`config.mk`:
```
export PLATFORM = sky130hd
export DESIGN_NAME = aif_flags
export DESIGN_NICKNAME = d
export VERILOG_FILES = /design/src/hw/aif_pkg.sv /design/src/hw/aif_flags.sv
export SDC_FILE = /design/constraint.sdc
export NUM_CORES = 1
export LEC_CHECK = 0
export BUFFER_PORTS_ARGS = -buffer_cell sky130_fd_sc_hd__buf_2
export CAP_MARGIN = 20
export CORE_MARGIN = 5
export CORE_UTILIZATION = 44
export CTS_CLUSTER_DIAMETER = 150
export DETAILED_ROUTE_END_ITERATION = 8
export GPL_TIMING_DRIVEN = 0
export PLACE_DENSITY = 0.88
export SYNTH_ARGS = -nofsm -noshare
export SYNTH_HDL_FRONTEND = slang
export SYNTH_SLANG_ARGS = --single-unit
```
`constraint.sdc`:
```
create_clock -name aclk -period 2.25 [get_ports aclk]
set_input_delay 0.45 -clock aclk [delete_from_list [all_inputs] [get_ports aclk]]
set_output_delay 0.45 -clock aclk [all_outputs]
set_load 0.05 [all_outputs]
```
`src/hw/aif_pkg.sv`:
```
package aif_pkg;
  // ==========================================
  // register offsets (byte addresses)
  // printed offsets are word indices, the bus sees four times that
  localparam logic [7:0] IDX_SEC_IRQ = 8'h05;
  localparam logic [7:0] IDX_ERR = 8'h06;
  localparam logic [7:0] ADDR_SEC_IRQ = IDX_SEC_IRQ << 2;
  localparam logic [7:0] ADDR_ERR = IDX_ERR << 2;
  localparam logic [7:0] ADDR_IRQ_CTRL = 8'h00;
  localparam logic [7:0] ADDR_PRI_STAT = 8'h1c;
  // ==========================================
  // secondary request fields
  localparam int SEC_SET_SEL = 7;
  localparam int SEC_EDGE = 4;
  localparam int SEC_CRC = 2;
  localparam logic [7:0] SEC_MASK = 8'h14;
  // ==========================================
  // error fields
  localparam int ERR_WR = 7;
  localparam int ERR_TEMP = 6;
  localparam int ERR_OVFL = 4;
  localparam int ERR_COLL = 3;
  localparam int ERR_CRC = 2;
  localparam int ERR_PAR = 1;
  localparam int ERR_SOF = 0;
  localparam int ERR_RSVD = 5;
  localparam logic [7:0] ERR_RESET = 8'h00;
  localparam logic [7:0] ERR_RX_CLR = 8'h0f;
  localparam logic [7:0] ERR_CMD_CLR = 8'hbf;
  // ==========================================
  // control and status fields
  localparam int CTL_CRC_EN = 2;
  localparam int CTL_EDGE_EN = 4;
  localparam logic [7:0] CTL_MASK = 8'h14;
  localparam int PRI_ERR_SUM = 1;
  localparam int PRI_IRQ = 0;
  // ==========================================
  // link rates and bus response codes
  localparam logic [1:0] RATE_106 = 2'h0;
  localparam logic [1:0] RESP_OKAY = 2'h0;
  localparam logic [1:0] RESP_SLVERR = 2'h2;
endpackage

```
`src/hw/aif_flags.sv`:
```
// The AXI4-Lite slave port was left to the implementer.
`timescale 1ns/1ps
`default_nettype none
// Overview of operation
// - bit 7 chooses set or clear on write
// - request flags stay until software clears
// - request register 05h, reserved bits zero
// - any edge on aux input sets bit 4 (here only a level held two clocks, once the synchroniser is primed)
// - crc compute finished sets bit 2
// - error register 06h, resets to zero
// - fifo write during authenticate sets bit 7
// - fifo write in rf turnaround sets bit 7
// - overheat sets bit 6, antenna off
// - write to full fifo sets bit 4
// - collision sets bit 3 at 106 kBd
// - collision held zero at higher rates
// - receiver start clears low four errors
// - failed crc with check enabled sets bit 2
// - parity fail sets bit 1
// - bad start of frame sets bit 0
// - wrong byte count in authenticate sets bit 0
// - command start clears all but overheat
// - software cannot set overheat
// - any error raises error summary request
// - crc request to pin when enabled
// - edge request to pin when enabled
module aif_flags
  import aif_pkg::*;
(
  // clock and reset
  input wire logic aclk,
  input wire logic aresetn,
  // axi4-lite write
  input wire logic [7:0] s_axi_awaddr,
  input wire logic s_axi_awvalid,
  output logic s_axi_awready,
  input wire logic [31:0] s_axi_wdata,
  input wire logic [3:0] s_axi_wstrb,
  input wire logic s_axi_wvalid,
  output logic s_axi_wready,
  output logic [1:0] s_axi_bresp,
  output logic s_axi_bvalid,
  input wire logic s_axi_bready,
  // axi4-lite read
  input wire logic [7:0] s_axi_araddr,
  input wire logic s_axi_arvalid,
  output logic s_axi_arready,
  output logic [31:0] s_axi_rdata,
  output logic [1:0] s_axi_rresp,
  output logic s_axi_rvalid,
  input wire logic s_axi_rready,
  // device events, same clock except the aux input, which is synchronised
  input wire logic aux_serial_input,
  input wire logic crc_compute_command,
  input wire logic crc_data_done,
  input wire logic card_authenticate_command,
  input wire logic host_fifo_write,
  input wire logic rf_turnaround,
  input wire logic fifo_full,
  input wire logic internal_fifo_write,
  input wire logic overheat_detect,
  input wire logic collision_detect,
  input wire logic [1:0] link_rate,
  input wire logic rx_startup,
  input wire logic rx_crc_check_enable,
  input wire logic crc_fail,
  input wire logic parity_fail,
  input wire logic sof_bad,
  input wire logic auth_byte_count_bad,
  input wire logic command_start,
  // outputs
  output logic antenna_off,
  output logic error_summary_irq,
  output logic irq_out
);
  // ==========================================
  // aux input synchroniser
  logic [2:0] aux_sync;
  logic aux_state;
  always_ff @(posedge aclk) begin
    if (!aresetn) begin
      aux_sync <= 3'h0;
    end else begin
      aux_sync <= {aux_sync[1:0], aux_serial_input};
    end
  end
  // chain holds reset zeros for three edges; priming waits until it is full,
  // else a pin that idles high fakes an edge right after reset
  logic [1:0] aux_fill;
  always_ff @(posedge aclk) begin
    if (!aresetn) begin
      aux_fill <= 2'h0;
    end else if (aux_fill != 2'h3) begin
      aux_fill <= aux_fill + 2'h1;
    end
  end
  logic aux_primed;
  always_ff @(posedge aclk) begin
    if (!aresetn) begin
      aux_state <= 1'b0;
      aux_primed <= 1'b0;
    end else if (aux_fill == 2'h3 && aux_sync[2] == aux_sync[1]) begin
      aux_state <= aux_sync[2];
      aux_primed <= 1'b1;
    end
  end
  wire aux_edge = aux_primed && (aux_sync[2] == aux_sync[1]) && (aux_sync[2] != aux_state);

  // ==========================================
  // axi write channel
  function automatic logic addr_ok(input logic [7:0] a);
    return a == ADDR_SEC_IRQ || a == ADDR_ERR || a == ADDR_IRQ_CTRL || a == ADDR_PRI_STAT;
  endfunction
  logic aw_held, w_held;
  logic [7:0] aw_addr;
  logic [7:0] w_byte;
  logic w_lane0;
  always_ff @(posedge aclk) begin
    if (!aresetn) begin
      aw_held <= 1'b0;
      w_held <= 1'b0;
      aw_addr <= 8'h00;
      w_byte <= 8'h00;
      w_lane0 <= 1'b0;
      s_axi_bvalid <= 1'b0;
      s_axi_bresp <= RESP_OKAY;
      s_axi_awready <= 1'b1;
      s_axi_wready <= 1'b1;
    end else begin
      if (s_axi_awvalid && s_axi_awready) begin
        aw_held <= 1'b1;
        aw_addr <= s_axi_awaddr;
        s_axi_awready <= 1'b0;
      end
      if (s_axi_wvalid && s_axi_wready) begin
        w_held <= 1'b1;
        w_byte <= s_axi_wdata[7:0];
        w_lane0 <= s_axi_wstrb[0];
        s_axi_wready <= 1'b0;
      end
      if (aw_held && w_held) begin
        aw_held <= 1'b0;
        w_held <= 1'b0;
        s_axi_bvalid <= 1'b1;
        s_axi_bresp <= addr_ok(aw_addr) ? RESP_OKAY : RESP_SLVERR;
      end else if (s_axi_bvalid && s_axi_bready) begin
        s_axi_bvalid <= 1'b0;
        // both halves reopen only once the answer has gone
        s_axi_awready <= 1'b1;
        s_axi_wready <= 1'b1;
      end
    end
  end
  wire wr_go = aw_held && w_held && w_lane0;

  // ==========================================
  // secondary request register
  logic [7:0] sec_irq;
  logic [7:0] sec_hw;
  always_comb begin
    sec_hw = 8'h00;
    sec_hw[SEC_EDGE] = aux_edge;
    sec_hw[SEC_CRC] = crc_compute_command && crc_data_done;
  end
  logic [7:0] next_sec;
  always_comb begin
    next_sec = sec_irq;
    if (wr_go && aw_addr == ADDR_SEC_IRQ) begin
      if (w_byte[SEC_SET_SEL]) begin
        next_sec = sec_irq | (w_byte & SEC_MASK);
      end else begin
        next_sec = sec_irq & ~(w_byte & SEC_MASK);
      end
    end
    // hardware set beats a software clear in the same cycle
    next_sec = (next_sec | sec_hw) & SEC_MASK;
  end
  always_ff @(posedge aclk) begin
    if (!aresetn) begin
      sec_irq <= 8'h00;
    end else begin
      sec_irq <= next_sec;
    end
  end

  // ==========================================
  // control register: pin enables
  logic [7:0] irq_ctrl;
  logic [7:0] next_ctrl;
  always_comb begin
    next_ctrl = irq_ctrl;
    if (wr_go && aw_addr == ADDR_IRQ_CTRL) begin
      next_ctrl = w_byte & CTL_MASK;
    end
  end
  always_ff @(posedge aclk) begin
    if (!aresetn) begin
      irq_ctrl <= 8'h00;
    end else begin
      irq_ctrl <= next_ctrl;
    end
  end

  // ==========================================
  // error register, read only from the bus
  logic [7:0] err;
  logic [7:0] err_set;
  always_comb begin
    err_set = 8'h00;
    err_set[ERR_WR] = host_fifo_write && (card_authenticate_command || rf_turnaround);
    err_set[ERR_TEMP] = overheat_detect;
    err_set[ERR_OVFL] = fifo_full && (host_fifo_write || internal_fifo_write);
    err_set[ERR_COLL] = collision_detect && link_rate == RATE_106;
    err_set[ERR_CRC] = rx_crc_check_enable && crc_fail;
    err_set[ERR_PAR] = parity_fail;
    err_set[ERR_SOF] = sof_bad || (card_authenticate_command && auth_byte_count_bad);
  end
  logic [7:0] next_err;
  always_comb begin
    next_err = err;
    if (command_start) begin
      next_err = next_err & ~ERR_CMD_CLR;
    end
    if (rx_startup) begin
      next_err = next_err & ~ERR_RX_CLR;
    end
    if (link_rate != RATE_106) begin
      next_err[ERR_COLL] = 1'b0;
    end
    next_err = next_err | err_set;
    next_err[ERR_RSVD] = 1'b0;
  end
  always_ff @(posedge aclk) begin
    if (!aresetn) begin
      err <= ERR_RESET;
    end else begin
      err <= next_err;
    end
  end

  // ==========================================
  // outputs, all registered
  always_ff @(posedge aclk) begin
    if (!aresetn) begin
      antenna_off <= 1'b0;
      error_summary_irq <= 1'b0;
      irq_out <= 1'b0;
    end else begin
      antenna_off <= next_err[ERR_TEMP];
      error_summary_irq <= |next_err;
      // pin follows an enable in the very cycle that it is written
      irq_out <= (next_sec[SEC_CRC] && next_ctrl[CTL_CRC_EN])
        || (next_sec[SEC_EDGE] && next_ctrl[CTL_EDGE_EN]);
    end
  end

  // ==========================================
  // axi read channel
  logic [7:0] rd_byte;
  always_comb begin
    unique case (s_axi_araddr)
      ADDR_SEC_IRQ: rd_byte = sec_irq;
      ADDR_ERR: rd_byte = err;
      ADDR_IRQ_CTRL: rd_byte = irq_ctrl;
      ADDR_PRI_STAT: rd_byte = {6'h00, error_summary_irq, irq_out};
      default: rd_byte = 8'h00;
    endcase
  end
  always_ff @(posedge aclk) begin
    if (!aresetn) begin
      s_axi_rvalid <= 1'b0;
      s_axi_rdata <= 32'h0;
      s_axi_rresp <= RESP_OKAY;
      s_axi_arready <= 1'b1;
    end else if (s_axi_arvalid && s_axi_arready) begin
      s_axi_rvalid <= 1'b1;
      s_axi_arready <= 1'b0;
      s_axi_rdata <= {24'h0, rd_byte};
      s_axi_rresp <= addr_ok(s_axi_araddr) ? RESP_OKAY : RESP_SLVERR;
    end else if (s_axi_rvalid && s_axi_rready) begin
      s_axi_rvalid <= 1'b0;
      s_axi_arready <= 1'b1;
    end
  end

  // ==========================================
  // checks
  chk_set_clear_sel: assert property (@(posedge aclk) disable iff (!aresetn)
    wr_go && aw_addr == ADDR_SEC_IRQ && w_byte[SEC_SET_SEL] && w_byte[SEC_CRC]
    |=> sec_irq[SEC_CRC]) else $error("set write lost crc flag");
  chk_sec_sticky: assert property (@(posedge aclk) disable iff (!aresetn)
    sec_irq[SEC_EDGE] && !(wr_go && aw_addr == ADDR_SEC_IRQ) |=> sec_irq[SEC_EDGE])
    else $error("edge flag dropped by itself");
  chk_sec_reserved: assert property (@(posedge aclk) disable iff (!aresetn)
    (sec_irq & ~SEC_MASK) == 8'h00) else $error("reserved request bit set");
  chk_edge_sets: assert property (@(posedge aclk) disable iff (!aresetn)
    aux_edge |=> sec_irq[SEC_EDGE]) else $error("edge not recorded");
  chk_crc_done: assert property (@(posedge aclk) disable iff (!aresetn)
    crc_compute_command && crc_data_done |=> sec_irq[SEC_CRC])
    else $error("crc done not recorded");
  chk_err_reserved: assert property (@(posedge aclk) disable iff (!aresetn)
    !err[ERR_RSVD]) else $error("reserved error bit set");
  chk_wr_violation: assert property (@(posedge aclk) disable iff (!aresetn)
    host_fifo_write && (card_authenticate_command || rf_turnaround) |=> err[ERR_WR])
    else $error("fifo write violation not recorded");
  chk_overheat_set: assert property (@(posedge aclk) disable iff (!aresetn)
    overheat_detect |=> err[ERR_TEMP] && antenna_off)
    else $error("overheat not recorded");
  chk_antenna_follow: assert property (@(posedge aclk) disable iff (!aresetn)
    ##1 antenna_off == err[ERR_TEMP]) else $error("antenna state out of step");
  chk_overflow_set: assert property (@(posedge aclk) disable iff (!aresetn)
    fifo_full && (host_fifo_write || internal_fifo_write) |=> err[ERR_OVFL])
    else $error("overflow not recorded");
  chk_coll_set: assert property (@(posedge aclk) disable iff (!aresetn)
    collision_detect && link_rate == RATE_106 |=> err[ERR_COLL])
    else $error("collision not recorded");
  chk_coll_rate: assert property (@(posedge aclk) disable iff (!aresetn)
    link_rate != RATE_106 |=> !err[ERR_COLL]) else $error("collision at high rate");
  chk_rx_clear: assert property (@(posedge aclk) disable iff (!aresetn)
    rx_startup && err_set == 8'h00 |=> (err & ERR_RX_CLR) == 8'h00)
    else $error("receiver start clear wrong");
  chk_crc_err: assert property (@(posedge aclk) disable iff (!aresetn)
    rx_crc_check_enable && crc_fail |=> err[ERR_CRC]) else $error("crc error not recorded");
  chk_parity_set: assert property (@(posedge aclk) disable iff (!aresetn)
    parity_fail |=> err[ERR_PAR]) else $error("parity error not recorded");
  chk_frame_start: assert property (@(posedge aclk) disable iff (!aresetn)
    sof_bad || (card_authenticate_command && auth_byte_count_bad) |=> err[ERR_SOF])
    else $error("frame start error not recorded");
  chk_cmd_clear: assert property (@(posedge aclk) disable iff (!aresetn)
    command_start && err_set == 8'h00 |=> (err & ERR_CMD_CLR) == 8'h00
    && err[ERR_TEMP] == $past(err[ERR_TEMP])) else $error("command start clear wrong");
  chk_heat_source: assert property (@(posedge aclk) disable iff (!aresetn)
    !err[ERR_TEMP] && !overheat_detect |=> !err[ERR_TEMP])
    else $error("overheat set without sensor");
  chk_err_summary: assert property (@(posedge aclk) disable iff (!aresetn)
    ##1 error_summary_irq == (|err)) else $error("summary out of step");
  chk_irq_pin: assert property (@(posedge aclk) disable iff (!aresetn)
    ##1 irq_out == ((sec_irq[SEC_CRC] && irq_ctrl[CTL_CRC_EN])
    || (sec_irq[SEC_EDGE] && irq_ctrl[CTL_EDGE_EN]))) else $error("irq pin wrong");
  chk_ctrl_reserved: assert property (@(posedge aclk) disable iff (!aresetn)
    (irq_ctrl & ~CTL_MASK) == 8'h00) else $error("reserved enable bit set");
endmodule // aif_flags
`default_nettype wire

```
==> flow_metrics.tcl <==
set metrics [dict create \
    synthTopCellsByArea "dfxtp_1 44%, buf_4 9.3%, a21oi_1 6.2%" \
    grt_max_degree 15 \
    clkSlewWorstSetupHoldPaths_ps 90 \
    drive_above_1_share_pct 30.8 \
    critical_path_class "flop to flop" \
    max_slew_margin_pct 63.5 \
    synth_common_cells "48 x dfxtp_1, 27 x a21oi_1, 27 x buf_4" \
    fin_ws_ps 434 \
    netlist_instances 248 \
    ys_warn_count 0 \
    grt_overflow 0 \
    hold_path_class "input port to flop" \
    grt_use_total_pct 16.9 \
    power.total_mw 1.84 \
    vdd.ir_drop.worst_v 0.000427 \
    dieArea_um2 6440 \
    setup_viol 0 \
    cts_buffers 5 \
    avgSynthCellArea_um2 8.76 \
    io_pins 122 \
    clock_sinks 48 \
    critPathRequiredTime_ps 2420 \
    syn_to_final_growth_pct 26.9 \
    utilization_pct 58.0 \
    clkLatencyLatePin_ps 300 \
    vias_per_cell 4.92 \
    synth_top_area_share_pct 44.2 \
    cts_resized 0 \
    holdWs_ps 316 \
    setup_tns_ps 0 \
    cts_max_level 2 \
    synth-seq-cells 48 \
    dp_hpwl_mm 4.33 \
    drv_slew 0 \
    ys_async_sr_fraction_pct 0 \
    num_rows 25 \
    via_count 2021 \
    postRouteAntennaNets 0 \
    worstPathArrival_ps 1990 \
    fin_nets 422 \
    drt-pass1-iter-count 4 \
    clock_tree.root_cell "clkbuf_8" \
    antenna_found_initial 0 \
    synth_ff_type "dfxtp_1" \
    cts_setup_buffers 0 \
    core-area_um2 4750 \
    worstMarginPinSlew_ps 548 \
    powerDensity_nw_per_um2 667 \
    antennaDiodeCount 0 \
    period_share_pct 80.7 \
    cellLeakagePower_nw 1.27 \
    synth_top_cell_by_area "dfxtp_1" \
    synth.cell_area_um2 2170 \
    endpoint_kind "flop" \
    avgRoutedWirePerCell_um 13.3 \
    finClkSkew_ps 7.14 \
    grt_pass1_vias 1967 \
    crit_path_start_kind "flop" \
    n_fill_cell 439 \
    fin_crit_ps 1820 \
    max_clock_freq_ghz 0.551 \
    pre_cts_ws_ps 313 \
    status "completed" \
    cts_tree "built" \
    synth_cell_types 47 \
    clk_path_buf_depth 2 \
    synthMostInstantiatedCell "dfxtp_1" \
    hold_viol_final 0 \
    grt_pass1_wl_mm 8.53 \
    rsz0062_at_grt "false" \
    synth_seq_area_share_pct 44.2 \
    chipWidth_um 80.3 \
    synth-edff-count 0 \
    initial_core_util_pct 45.7 \
    route.detailed.drc 0 \
    routed_wl_mm 5.48 \
    gp_congestion 0.814 \
    max-cap-violations 0 \
    ctsHoldBuffers 0 \
    place.port_buffers 62 \
    die_h_um 80.3 \
    crit_fanout 5 \
    drtIter0Drc 165 \
]
sequential cells by signal, summed over array words and instances, names as in the netlist, 2 cells and up:
register     count
irq_ctrl         2
aux_sync         3
sec_irq          2
w_byte           3
aw_addr          8
s_axi_rdata      7
aux_fill         2
err              7
layout by cell type, fill, tap and decap left out, types with 2 or more instances in the layout:
cell	netlist	final
buf_2	0	62
o21ai_0	7	7
a221oi_2	2	2
inv_1	6	6
xnor2_1	2	2
conb_1	1	27
buf_1	2	2
nor3_1	3	3
and2_1	6	6
nand2_1	24	24
dfxtp_1	48	48
a32oi_1	6	6
nand3_1	17	17
nor2b_1	2	2
clkinv_2	0	2
a21oi_1	27	27
clkbuf_1	7	7
nor4_1	3	3
nand2b_1	4	4
clkbuf_8	0	6
buf_4	27	27
nor2_1	21	21
mux2i_1	6	6
metal layers:
layer	track usage (%)	wire length, um
met5	0	0
met4	7.77	97
met3	5.61	455
met2	29.6	2820
met1	18.3	2110
worst paths after layout:
kind              slack [ps]         start  cells after the start          end
setup / recovery         430       aw_held                      4      irq_out
hold / removal           320  link_rate[1]                      2       err[3]
setup reg to reg         430       aw_held                      4      irq_out
hold reg to reg          440   aux_sync[0]                      1  aux_sync[1]
final cells by class:
type	count	area, um^2	area share, %
multi-input combinational	184	1050	38.1
sequential	48	961	34.9
timing repair buffer	62	310	11.3
buffer	36	236	8.58
tap	67	83.8	3.04
clock buffer	6	82.6	3.00
inverter	6	22.5	0.817
clock inverter	2	10.0	0.363
worst max-delay path: stages, from the launching register on:
cell       delay, ps
dfxtp_1          400
nand4bb_1        260
o41a_2           530
a211oi_1         350
o32ai_1          150
where the power goes:
group	total [mW]	internal (mW)	switching, mW
sequential	0.931	0.896	0.0358
clock	0.526	0.245	0.281
combinational	0.381	0.128	0.252
cell families (layout without fill, tap and decap cells):
family          Yosys count  after routing  synth area share (%)
xor+xnor                  3              3                  1.21
buf+inv                  42            112                  11.9
mux                       7              7                  3.28
compound gates           56             56                  17.2
flops                    48             48                  44.2
simple gates             90             90                  21.4
fa+ha+maj                 1              1                 0.576
other cells               1             27                 0.173
metrics by stage:
stage	cells	instance area (um^2)
after detailed placement	403	2660
after CTS	411	2760
after global placement	403	2660
final	411	2760
after global routing	411	2760
after floorplan	274	2270
Power figures use the tool's default switching activity.
